===== config.mk =====
export PLATFORM = sky130hd
export DESIGN_NAME = pdos_sequencer
export DESIGN_NICKNAME = d
export VERILOG_FILES = /design/src/rtl/pdos_pkg.sv /design/src/rtl/pdos_slot_cell.sv /design/src/rtl/pdos_sequencer.sv
export SDC_FILE = /design/constraint.sdc
export NUM_CORES = 1
export LEC_CHECK = 0
export BUFFER_PORTS_ARGS = -buffer_cell sky130_fd_sc_hd__buf_2
export CORE_UTILIZATION = 55
export CTS_CLUSTER_DIAMETER = 200
export DETAILED_ROUTE_END_ITERATION = 8
export PLACE_DENSITY = 0.76
export SYNTH_ARGS = -nofsm -noshare
export SYNTH_HDL_FRONTEND = slang
export SYNTH_SLANG_ARGS = --single-unit

===== constraint.sdc =====
create_clock -name sys_clk_in -period 2.95 [get_ports sys_clk_in]
set_input_delay 0.295 -clock sys_clk_in [delete_from_list [all_inputs] [get_ports sys_clk_in]]
set_output_delay 0.295 -clock sys_clk_in [all_outputs]
set_load 0.005 [all_outputs]

===== src/rtl/pdos_pkg.sv =====
// constants for the power-down order sequencer
// assumes a 125 MHz system clock and byte-wide register access
package pdos_pkg;

  localparam int unsigned NUM_OUTPUTS   = 7;
  localparam int unsigned SLOT_W        = 3;
  localparam int unsigned DATA_W        = 8;
  localparam int unsigned ADDR_W        = 8;

  // output index order within every vector
  localparam int unsigned IDX_BUCK_A    = 0;
  localparam int unsigned IDX_BUCK_B    = 1;
  localparam int unsigned IDX_BUCK_C    = 2;
  localparam int unsigned IDX_LDO_A     = 3;
  localparam int unsigned IDX_LDO_B     = 4;
  localparam int unsigned IDX_LDO_C     = 5;
  localparam int unsigned IDX_MEMREF    = 6;

  // register offsets
  localparam logic [7:0] BUCK_A_SHUTDOWN_SLOT_ADDR = 8'h5f;
  localparam logic [7:0] BUCK_B_SHUTDOWN_SLOT_ADDR = 8'h60;
  localparam logic [7:0] BUCK_C_SHUTDOWN_SLOT_ADDR = 8'h61;
  localparam logic [7:0] LDO_A_SHUTDOWN_SLOT_ADDR  = 8'h62;
  localparam logic [7:0] LDO_B_SHUTDOWN_SLOT_ADDR  = 8'h63;
  localparam logic [7:0] LDO_C_SHUTDOWN_SLOT_ADDR  = 8'h64;
  localparam logic [7:0] MEMREF_SHUTDOWN_SLOT_ADDR = 8'h65;

  // field layout and reset values
  localparam int unsigned SLOT_LSB      = 0;
  localparam int unsigned SLOT_MSB      = 2;
  localparam logic [2:0] SLOT_RESET     = 3'h0;
  localparam logic [2:0] SLOT_TOP       = 3'h7;
  localparam logic [2:0] SLOT_BOTTOM    = 3'h0;
  localparam logic [7:0] RDATA_RESET    = 8'h00;
  localparam logic [6:0] ALL_ON         = 7'h7f;
  localparam logic [6:0] ALL_OFF        = 7'h00;

  // pause between two occupied slots
  localparam int unsigned CLK_MHZ       = 125;
  localparam int unsigned SLOT_GAP_NS   = 2000;
  localparam int unsigned SLOT_GAP_CYC  = (SLOT_GAP_NS * CLK_MHZ + 999) / 1000;
  localparam int unsigned GAP_CNT_W     = 9;
  localparam logic [8:0] GAP_LOAD       = 9'(SLOT_GAP_CYC - 1);
  localparam logic [8:0] GAP_ZERO       = 9'h000;

  typedef enum logic [1:0] {
    PDOS_IDLE,
    PDOS_STEP,
    PDOS_GAP,
    PDOS_DONE
  } pdos_state_e;

endpackage : pdos_pkg


===== src/rtl/pdos_slot_cell.sv =====
// one shutdown order field with its byte register
// assumes the fused start-up slot is steady from reset release onward
`timescale 1ns/1ps
`default_nettype none

module pdos_slot_cell
  import pdos_pkg::*;
(
  // clock and reset
  input  wire logic              sys_clk_in,
  input  wire logic              rst_n_in,
  // fused start-up slot
  input  wire logic [SLOT_W-1:0] startup_slot_fused_in,
  input  wire logic              load_fused_in,
  // register write
  input  wire logic              wr_en_in,
  input  wire logic [DATA_W-1:0] wdata_in,
  // field value
  output var  logic [SLOT_W-1:0] slot_out
);

  logic [SLOT_W-1:0] slot_reg;

  always_ff @(posedge sys_clk_in or negedge rst_n_in)
  begin
    if (!rst_n_in)
      slot_reg <= SLOT_RESET;
    else if (load_fused_in)
      slot_reg <= startup_slot_fused_in;
    else if (wr_en_in)
      slot_reg <= wdata_in[SLOT_MSB:SLOT_LSB];
  end

  assign slot_out = slot_reg;

endmodule : pdos_slot_cell

`default_nettype wire


===== src/rtl/pdos_sequencer.sv =====
// power-down order sequencer: seven order fields and the stepper
// assumes register strobes and the trigger come from logic on sys_clk_in
`timescale 1ns/1ps
`default_nettype none

// What this block does
// - each output has its own three-bit order field in bits 2 to 0 of its register.
// - seven outputs are covered, three bucks, three linear regulators and the memory reference.
// - after reset each order field takes the output's fused start-up slot.
// - once triggered, outputs go off slot by slot from the highest value downward.
// - start-up slots come only from the fused inputs and order-field writes never touch them.
// - when every order field is zero, all outputs go off at once.
module pdos_sequencer
  import pdos_pkg::*;
(
  // clock and reset
  input  wire logic                          sys_clk_in,
  input  wire logic                          rst_n_in,
  // fused start-up slots, one field per output
  input  wire logic [NUM_OUTPUTS*SLOT_W-1:0] startup_slot_fused_in,
  // system state and trigger
  input  wire logic                          system_on_in,
  input  wire logic                          shutdown_trigger_in,
  // register port
  input  wire logic [ADDR_W-1:0]             reg_addr_in,
  input  wire logic [DATA_W-1:0]             reg_wdata_in,
  input  wire logic                          reg_wr_in,
  input  wire logic                          reg_rd_in,
  output var  logic [DATA_W-1:0]             reg_rdata_out,
  // regulator enables and status
  output var  logic [NUM_OUTPUTS-1:0]        output_enable_out,
  output var  logic                          seq_busy_out,
  output var  logic                          seq_done_out
);

  ////////////////////////////////////////////////////////////////////////////
  logic                          load_pending_reg;
  logic [NUM_OUTPUTS-1:0]        hit_vec;
  logic [NUM_OUTPUTS-1:0]        wr_sel;
  logic [NUM_OUTPUTS*SLOT_W-1:0] slot_vec;
  logic                          all_zero;
  logic [SLOT_W-1:0]             rd_slot;
  logic                          rd_hit;
  pdos_state_e                   state_reg;
  logic [SLOT_W-1:0]             cur_slot_reg;
  logic [GAP_CNT_W-1:0]          gap_cnt_reg;
  logic [NUM_OUTPUTS-1:0]        enable_reg;

  // fused values picked up one edge after reset release, not under reset
  // one-shot fused load
  always_ff @(posedge sys_clk_in or negedge rst_n_in)
  begin
    if (!rst_n_in)
      load_pending_reg <= 1'b1;
    else
      load_pending_reg <= 1'b0;
  end

  ////////////////////////////////////////////////////////////////////////////
  // address decode
  always_comb
  begin
    wr_sel = '0;
    // a write on the load edge would be lost under the fused copy
    // writes only while on
    if (reg_wr_in && system_on_in && !load_pending_reg)
    begin
      unique case (reg_addr_in)
        BUCK_A_SHUTDOWN_SLOT_ADDR: wr_sel[IDX_BUCK_A] = 1'b1;
        BUCK_B_SHUTDOWN_SLOT_ADDR: wr_sel[IDX_BUCK_B] = 1'b1;
        BUCK_C_SHUTDOWN_SLOT_ADDR: wr_sel[IDX_BUCK_C] = 1'b1;
        LDO_A_SHUTDOWN_SLOT_ADDR:  wr_sel[IDX_LDO_A]  = 1'b1;
        LDO_B_SHUTDOWN_SLOT_ADDR:  wr_sel[IDX_LDO_B]  = 1'b1;
        LDO_C_SHUTDOWN_SLOT_ADDR:  wr_sel[IDX_LDO_C]  = 1'b1;
        MEMREF_SHUTDOWN_SLOT_ADDR: wr_sel[IDX_MEMREF] = 1'b1;
        default:                   wr_sel = '0;
      endcase
    end
  end

  for (genvar g = 0; g < NUM_OUTPUTS; g++)
  begin : g_cell
    pdos_slot_cell u_cell (
      .sys_clk_in            (sys_clk_in),
      .rst_n_in              (rst_n_in),
      .startup_slot_fused_in (startup_slot_fused_in[g*SLOT_W +: SLOT_W]),
      .load_fused_in         (load_pending_reg),
      .wr_en_in              (wr_sel[g]),
      .wdata_in              (reg_wdata_in),
      .slot_out              (slot_vec[g*SLOT_W +: SLOT_W])
    );
    // equal fields hit together, so one slot can drop several rails
    assign hit_vec[g] = (slot_vec[g*SLOT_W +: SLOT_W] == cur_slot_reg);
  end

  assign all_zero = (slot_vec == '0);

  ////////////////////////////////////////////////////////////////////////////
  // read path; unmapped offsets and bits 7 to 3 read zero
  // address taken combinationally at the read edge
  always_comb
  begin
    rd_hit  = 1'b1;
    rd_slot = SLOT_RESET;
    unique case (reg_addr_in)
      BUCK_A_SHUTDOWN_SLOT_ADDR: rd_slot = slot_vec[IDX_BUCK_A*SLOT_W +: SLOT_W];
      BUCK_B_SHUTDOWN_SLOT_ADDR: rd_slot = slot_vec[IDX_BUCK_B*SLOT_W +: SLOT_W];
      BUCK_C_SHUTDOWN_SLOT_ADDR: rd_slot = slot_vec[IDX_BUCK_C*SLOT_W +: SLOT_W];
      LDO_A_SHUTDOWN_SLOT_ADDR:  rd_slot = slot_vec[IDX_LDO_A*SLOT_W +: SLOT_W];
      LDO_B_SHUTDOWN_SLOT_ADDR:  rd_slot = slot_vec[IDX_LDO_B*SLOT_W +: SLOT_W];
      LDO_C_SHUTDOWN_SLOT_ADDR:  rd_slot = slot_vec[IDX_LDO_C*SLOT_W +: SLOT_W];
      MEMREF_SHUTDOWN_SLOT_ADDR: rd_slot = slot_vec[IDX_MEMREF*SLOT_W +: SLOT_W];
      default:                   rd_hit  = 1'b0;
    endcase
  end

  always_ff @(posedge sys_clk_in or negedge rst_n_in)
  begin
    if (!rst_n_in)
      reg_rdata_out <= RDATA_RESET;
    else if (reg_rd_in)
      reg_rdata_out <= rd_hit ? {{(DATA_W-SLOT_W){1'b0}}, rd_slot} : RDATA_RESET;
  end

  ////////////////////////////////////////////////////////////////////////////
  // stepper
  always_ff @(posedge sys_clk_in or negedge rst_n_in)
  begin
    if (!rst_n_in)
    begin
      state_reg    <= PDOS_IDLE;
      cur_slot_reg <= SLOT_TOP;
      gap_cnt_reg  <= GAP_ZERO;
    end
    else
    begin
      unique case (state_reg)
        PDOS_IDLE:
        begin
          // top slot reloaded every idle cycle
          cur_slot_reg <= SLOT_TOP;
          if (shutdown_trigger_in && !load_pending_reg)
            state_reg <= all_zero ? PDOS_DONE : PDOS_STEP;
        end
        PDOS_STEP:
        begin
          // descend from the top
          // a field rewritten mid-run counts only for slots not yet reached
          if (cur_slot_reg == SLOT_BOTTOM)
            state_reg <= PDOS_DONE;
          else if (hit_vec != '0)
          begin
            // pause only after an occupied slot
            state_reg    <= PDOS_GAP;
            gap_cnt_reg  <= GAP_LOAD;
            cur_slot_reg <= cur_slot_reg - 3'h1;
          end
          else
            cur_slot_reg <= cur_slot_reg - 3'h1;
        end
        PDOS_GAP:
        begin
          // GAP_LOAD+1 edges of pause, then back to STEP
          if (gap_cnt_reg == GAP_ZERO)
            state_reg <= PDOS_STEP;
          else
            gap_cnt_reg <= gap_cnt_reg - 9'h001;
        end
        PDOS_DONE:
          // outputs stay off until reset; power-up lives elsewhere
          state_reg <= PDOS_DONE;
      endcase
    end
  end

  ////////////////////////////////////////////////////////////////////////////
  // regulator enables
  always_ff @(posedge sys_clk_in or negedge rst_n_in)
  begin
    if (!rst_n_in)
      enable_reg <= ALL_ON;
    else if (state_reg == PDOS_IDLE && shutdown_trigger_in && !load_pending_reg && all_zero)
      enable_reg <= ALL_OFF;
    // a field moved above the slot already passed still drops its rail at the bottom slot
    else if (state_reg == PDOS_STEP && cur_slot_reg == SLOT_BOTTOM)
      enable_reg <= ALL_OFF;
    else if (state_reg == PDOS_STEP)
      enable_reg <= enable_reg & ~hit_vec;
  end

  assign output_enable_out = enable_reg;

  ////////////////////////////////////////////////////////////////////////////
  // status flags
  // flags lag the state by one edge so every output is a flop
  always_ff @(posedge sys_clk_in or negedge rst_n_in)
  begin
    if (!rst_n_in)
    begin
      seq_busy_out <= 1'b0;
      seq_done_out <= 1'b0;
    end
    else
    begin
      seq_busy_out <= (state_reg == PDOS_STEP) || (state_reg == PDOS_GAP);
      seq_done_out <= (state_reg == PDOS_DONE);
    end
  end

endmodule : pdos_sequencer

`default_nettype wire


==> flow_summary_export.csv, run 1 <==
group,metric,value,unit
outcome,outcome,"finished, final reports clean",
drt,wirelength,6490,microns
clocking,cts.repair.resized,0,
flow_run,max-cap-violations,0,
drt,ant_nets,0,
drt,route.met2.wl,3050,microns
placement,place_congestion,0.8990,
timing,fin_tns_setup,0,ns
logic_synthesis,syn_area_per_cell,9.392,sq um
drt,vias,2458,
timing,final-setup-viol-count,0,
clocking,insertion_delay,0.30,ns
drt,dr.pass1.iters,4,
clocking,clock-root-buffer,"clkbuf_8",
grt,grt_pass1_wl,10670,microns
timing,finalClockSkew,0.003168,ns
critical_path,startpoint_type,"flip-flop",
logic_synthesis,syn_area,2987,sq um
placement,dpl.hpwl,4765,microns
cells_and_area,antenna_cells,0,
power,p_leak,1.622,nW
placement,io_buffer_count,49,
timing,grt_setup_unrepaired,"false",
die,dieArea,5729,sq um
logic_synthesis,ys_seq_area_frac,0.4068,
die,coreArea,5172,sq um
timing,period_minus_slack,2.385,ns
drt,top_layer,"met4",
timing,hold_viol,0,
clocking,cts_made_buffers,5,
logic_synthesis,ys.flop_type,"dfrtp_1",
grt,track_usage,0.2500,
cells_and_area,drive_gt1_frac,0.2155,
worst_hold_path,min_path_type,"input port to asynchronous set/reset pin",
drt,m1WireLength,3034,microns
drt,wl_met3,348,microns
critical_path,criticalPathCategory,"flip-flop to flip-flop",
power,peakVddDrop,0.0002651,V
drt,drc,0,
drt,wl_per_cell,15.02,microns
cells_and_area,largest_register_ffs,21,
die,start_util,0.5774,
clocking,tritoncts,"done",
cells_and_area,fillers,426,
clocking,cts_htree_levels,2,
logic_synthesis,synth-edff-count,0,
placement,dp_cells,424,
grt,grt_remaining_overflow,0,
die,die_w,75.69,microns
clocking,hold_buffers,0,
power,p_per_area,425.2,nW/um^2
cells_and_area,instances_no_fill,432,
grt,antenna_found_initial,0,
grt,grt_max_degree,49,
clocking,cts_setup_buffers,0,
cells_and_area,finalNetCount,412,
drt,viasPerCell,5.690,
critical_path,required,3.14,ns
logic_synthesis,ys_types,46,
drt,drt_iter0_drc,131,
die,rows,26,
critical_path,worstPathArrival,2.57,ns
clocking,cts_sinks,48,
timing,worst_pin_slew,1.028,ns
logic_synthesis,yosysWarnings,0,
die,ios,60,
timing,fmax,0.4192,GHz
logic_synthesis,synth-seq-cells,48,
timing,slew_headroom,0.3150,
clocking,cts.clk_slew.worst_paths,0.09,ns
clocking,clk_path_buf_depth,2,
critical_path,worstSetupEndpointType,"flip-flop",
timing,post-route-period-util,0.8086,
die,die_h,75.69,microns
critical_path,critPathMaxFanout,9,
grt,grt_pass1_vias,2280,
timing,slew_violations,0,
logic_synthesis,netlist_instances,318,
cells_and_area,synthToLayoutAreaGrowth,13.32,%
logic_synthesis,async_flop_share,1.000,
cells in the mapped netlist, types with 3 or more instances:
library cell  count  area share
nand4b_1          4       0.012
nand4_1           3      0.0063
mux2i_1          32        0.11
nor4_1            5       0.010
inv_1            16       0.020
xor2_1           21       0.062
nor3_1           18       0.030
nor2_1           14       0.018
dfrtp_1          37        0.31
ha_1              8       0.034
o21ai_0          32       0.054
nand2_1          26       0.033
a211oi_1         10       0.025
and3_1            9       0.019
a21oi_1          10       0.017
o31ai_1           3      0.0075
clkbuf_1         12       0.015
buf_4             8       0.020
nand3_1           3      0.0050
dfstp_2          11       0.097
o2bb2ai_1         3      0.0088
per-layer routing:
layer,GRT usage,vias to the layer above
li1,-,1210
met1,0.3412,1171
met2,0.4018,70
met3,0.05423,7
met4,0.07202,0
met5,0,-
critical path, stage by stage, from the launching register on:
cell and delay (ns):
dfstp_2 0.67, inv_1 0.12, ha_1 0.22, nor2b_1 0.15
a21oi_1 0.25, o21ai_1 0.22, a21oi_1 0.27, mux2_2 0.36
report_power, final:
group          total (W)  switching, W  leakage, nW  internal (W)
Combinational   0.000143     0.0000791        0.979     0.0000640
Sequential      0.000734     0.0000492        0.577      0.000685
Clock           0.000562      0.000223       0.0654      0.000339
Total            0.00144      0.000351         1.62       0.00109
through the flow:
stage               area [sq um]  utilization  total power, W  hold slack [ns]  setup WS, ns
floorplan                   3005            -       0.0008165       -0.0005911        0.8089
global placement            3252       0.6287       0.0008837           0.4756        0.6014
detailed placement          3252       0.6287       0.0008881           0.4749        0.5878
CTS                         3385       0.6543        0.001444           0.1910        0.5549
global route                3385       0.6543        0.001493           0.1913        0.3516
finish                      3385       0.6543        0.001439           0.1708        0.5647
layout make-up:
| class | instances | area [sq um] | area share |
|---|---|---|---|
| multi-input cells | 237 | 1618 | 0.4780 |
| flip-flops and latches | 48 | 1215 | 0.3590 |
| repair buffers | 52 | 267.8 | 0.07911 |
| well taps | 70 | 87.58 | 0.02588 |
| clock buffers | 6 | 72.57 | 0.02144 |
| inverters | 17 | 63.81 | 0.01885 |
| clock inverters | 2 | 60.06 | 0.01774 |
worst paths after layout:
check                      slack (ns)                startpoint  depth (start not counted)                            to
max in group asynchronous        2.15                  rst_n_in                          1              reg_rdata_out[2]
max                              0.56           cur_slot_reg[0]                          7                gap_cnt_reg[0]
min in group sys_clk_in          0.20  startup_slot_fused_in[5]                          3  g_cell[1].u_cell.slot_out[2]
min reg2reg                      0.50            gap_cnt_reg[8]                          1                gap_cnt_reg[8]
min                              0.17                  rst_n_in                          1  g_cell[5].u_cell.slot_out[2]
max reg2reg                      0.56           cur_slot_reg[0]                          7                gap_cnt_reg[0]
cell families (layout without fill, tap and decap cells):
logic type / after synthesis / after routing / synth area share
adders and majority gates: 8 / 8 / 0.03352
xor gates and xnor gates: 22 / 22 / 0.06452
DFF: 48 / 48 / 0.4068
buffers and inverters: 38 / 77 / 0.05781
and+or+nand+nor: 100 / 100 / 0.1864
AOI/OAI and AO/OA: 67 / 67 / 0.1349
muxes: 34 / 34 / 0.1148
other: 1 / 6 / 0.001256
cells in the final DEF, fill, tap and decap left out, types with 11 or more instances in the layout:
cell type  Yosys  layout
nor2_1        14      14
mux2i_1       32      32
o21ai_0       32      32
dfstp_2       11      11
nor3_1        18      18
dfrtp_1       37      37
inv_1         16      16
buf_2          0      49
xor2_1        21      21
nand2_1       26      26
(Power assumes the default switching activity.)
==> run 2: changes to the inputs <==
==> constraint.sdc (replaced) <==
create_clock -name sys_clk_in -period 2.24 [get_ports sys_clk_in]
set_input_delay 0.224 -clock sys_clk_in [delete_from_list [all_inputs] [get_ports sys_clk_in]]
set_output_delay 0.224 -clock sys_clk_in [all_outputs]
set_load 0.005 [all_outputs]
==> run 2 against run 1 <==
  * Global-route usage grew 1.1 points
  * Hold slack lost 0.053 ns
  * Non-clock buffer count up 28
  * Clock power grew 13%
  * Sequential power is 30% higher
  * Register-to-register slack worse by 0.49 ns
  * Via count up 4.8%
  * Die area unchanged
  * Power grew 27%
  * Clock skew grew 0.0065 ns
  * Clock-buffer cell count is 1 lower
  * Sequential share of layout area fell by 2.4 points
  * Critical path type unchanged
  * Critical endpoint is now gap_cnt_reg[2]
  * Largest power group unchanged
==> flow_summary_export.csv, run 2 (same netlist as run 1, synthesis figures left out) <==
group,metric,value,unit
critical_path,worstSetupEndpointType,"flip-flop",
clocking,insertion_delay,0.31,ns
worst_hold_path,min_path_cells,3,
grt,use_met1,0.3831,
critical_path,required,2.43,ns
cells_and_area,seqCellArea,1215,sq um
cells_and_area,drive_gt1_frac,0.2769,
die,start_util,0.5774,
power,peakVddDrop,0.0003227,V
power,p_leak,1.764,nW
drt,dr.pass1.iters,4,
timing,worst_pin_slew,0.5119,ns
cells_and_area,synthToLayoutAreaGrowth,21.28,%
clocking,clock-root-buffer,"clkbuf_8",
drt,viasPerCell,5.598,
drt,wl_per_cell,15.34,microns
placement,dpl.hpwl,5044,microns
clocking,clk_path_buf_depth,2,
grt,track_usage,0.2613,
grt,busiest_layer,"met2",
clocking,tritoncts,"done",
die,rows,26,
timing,slew_headroom,0.6561,
drt,wirelength,7057,microns
grt,antenna_found_initial,0,
timing,hold_viol,0,
critical_path,criticalPathCategory,"flip-flop to flip-flop",
clocking,cts_sinks,48,
timing,slew_violations,0,
power,p_per_area,504.4,nW/um^2
critical_path,worstSetupEndpoint,"gap_cnt_reg[2]",
critical_path,timing.rr.start,"cur_slot_reg[0]",
cells_and_area,multi_input_area,1627,sq um
cells_and_area,layout_common_cells,"buf_2, dfrtp_1, mux2i_1, o21ai_0, buf_4",
grt,grt_remaining_overflow,0,
die,dieArea,5729,sq um
critical_path,setup.worst_path.start,"cur_slot_reg[0]",
timing,post-route-period-util,0.9676,
drt,drc,0,
critical_path,worstPathArrival,2.36,ns
cells_and_area,largest_register_ffs,21,
grt,grt_pass1_vias,2341,
cells_and_area,fillers,407,
cells_and_area,fin_area,3622,sq um
drt,drt_iter0_drc,158,
worst_hold_path,hp-start,"startup_slot_fused_in[18]",
critical_path,critPathMaxFanout,7,
critical_path,r2r-end,"gap_cnt_reg[2]",
grt,grt_max_degree,49,
timing,period_minus_slack,2.167,ns
critical_path,reg2regPathDepth,8,
drt,ant_nets,0,
clocking,cts.clk_slew.worst_paths,0.10,ns
die,ios,60,
timing,finalClockSkew,0.009686,ns
timing,hold_slack,0.1178,ns
die,die_w,75.69,microns
die,die_h,75.69,microns
timing,grt_setup_unrepaired,"true",
placement,place_congestion,0.8941,
placement,io_buffer_count,49,
placement,dp_cells,443,
placement,place_area,3407,sq um
clocking,cts_made_buffers,5,
worst_hold_path,min_path_type,"input port to flip-flop",
clocking,cts_htree_levels,2,
drt,vias,2575,
timing,final-setup-viol-count,0,
cells_and_area,final_common_cell,"buf_2",
cells_and_area,antenna_cells,0,
critical_path,r2r_slack,0.07,ns
flow_run,max-cap-violations,0,
outcome,outcome,"finished, final reports clean",
cells_and_area,instances_no_fill,460,
die,coreArea,5172,sq um
timing,fin_ws,0.07263,ns
timing,fmax,0.4614,GHz
critical_path,startpoint_type,"flip-flop",
grt,met3_usage,0.04497,
grt,grt_pass1_wl,11070,microns
grt,grtUsageMet2,0.4028,
cells_and_area,finalNetCount,440,
placement,dp_slack,0.04102,ns
==> run 2: report_power, final <==
| part | total [W] | internal (W) | switching (W) |
|---|---|---|---|
| Clock | 0.000637 | 0.000331 | 0.000306 |
| Combinational | 0.000234 | 0.000111 | 0.000124 |
| Sequential | 0.000956 | 0.000902 | 0.0000540 |
==> run 2: routing by layer <==
metal / part of all wire / routed length [microns] / vias to the layer above
met1: 0.47 / 3307 / 1217
met2: 0.47 / 3303 / 86
li1: - / - / 1262
met3: 0.053 / 376 / 10
met4: 0.010 / 71 / 0
met5: 0 / 0 / -
==> run 2: area by class of cell <==
cell class / count / share of cell area
Multi-Input combinational cell: 237 / 0.4491
Inverter: 17 / 0.01762
Timing Repair Buffer: 80 / 0.1430
Sequential cell: 48 / 0.3354
Tap cell: 70 / 0.02418
Clock buffer: 5 / 0.01900
Clock inverter: 3 / 0.01174
==> run 2: metrics by stage <==
step / setup TNS [ns] / power, W / util
3_5_place_dp: 0 / 0.001195 / 0.6587
3_3_place_gp: 0 / 0.001188 / 0.6587
6_report: 0 / 0.001827 / 0.7003
4_1_cts: 0 / 0.001829 / 0.6821
2_1_floorplan: 0 / 0.001075 / -
5_1_grt: -0.1204 / 0.001914 / 0.7003
==> run 2: worst min-delay path by stage <==
stage / end / slack (ns)
after floorplan: g_cell[0].u_cell.slot_out[0] / -0.07
after global placement: g_cell[5].u_cell.slot_out[2] / 0.22
after detailed placement: g_cell[5].u_cell.slot_out[2] / 0.23
after CTS: g_cell[5].u_cell.slot_out[0] / 0.11
after global routing: g_cell[4].u_cell.slot_out[1] / 0.12
final: g_cell[6].u_cell.slot_out[0] / 0.12
==> run 2: repair_timing <==
item | in CTS | in global routing
buffers inserted | 0 | 8
hold buffers | 1 | 0
hold endpoints to repair | 37 | 0
gates resized for setup | 0 | 2
setup endpoints to repair | 0 | 10
==> run 2: critical path, stage by stage, from the launching register on <==
cell	delay, ns
dfstp_2	0.65
buf_4	0.15
xor2_1	0.13
nor3_1	0.07
buf_4	0.15
nor4b_2	0.40
buf_4	0.21
a211oi_1	0.08
a211o_1	0.23
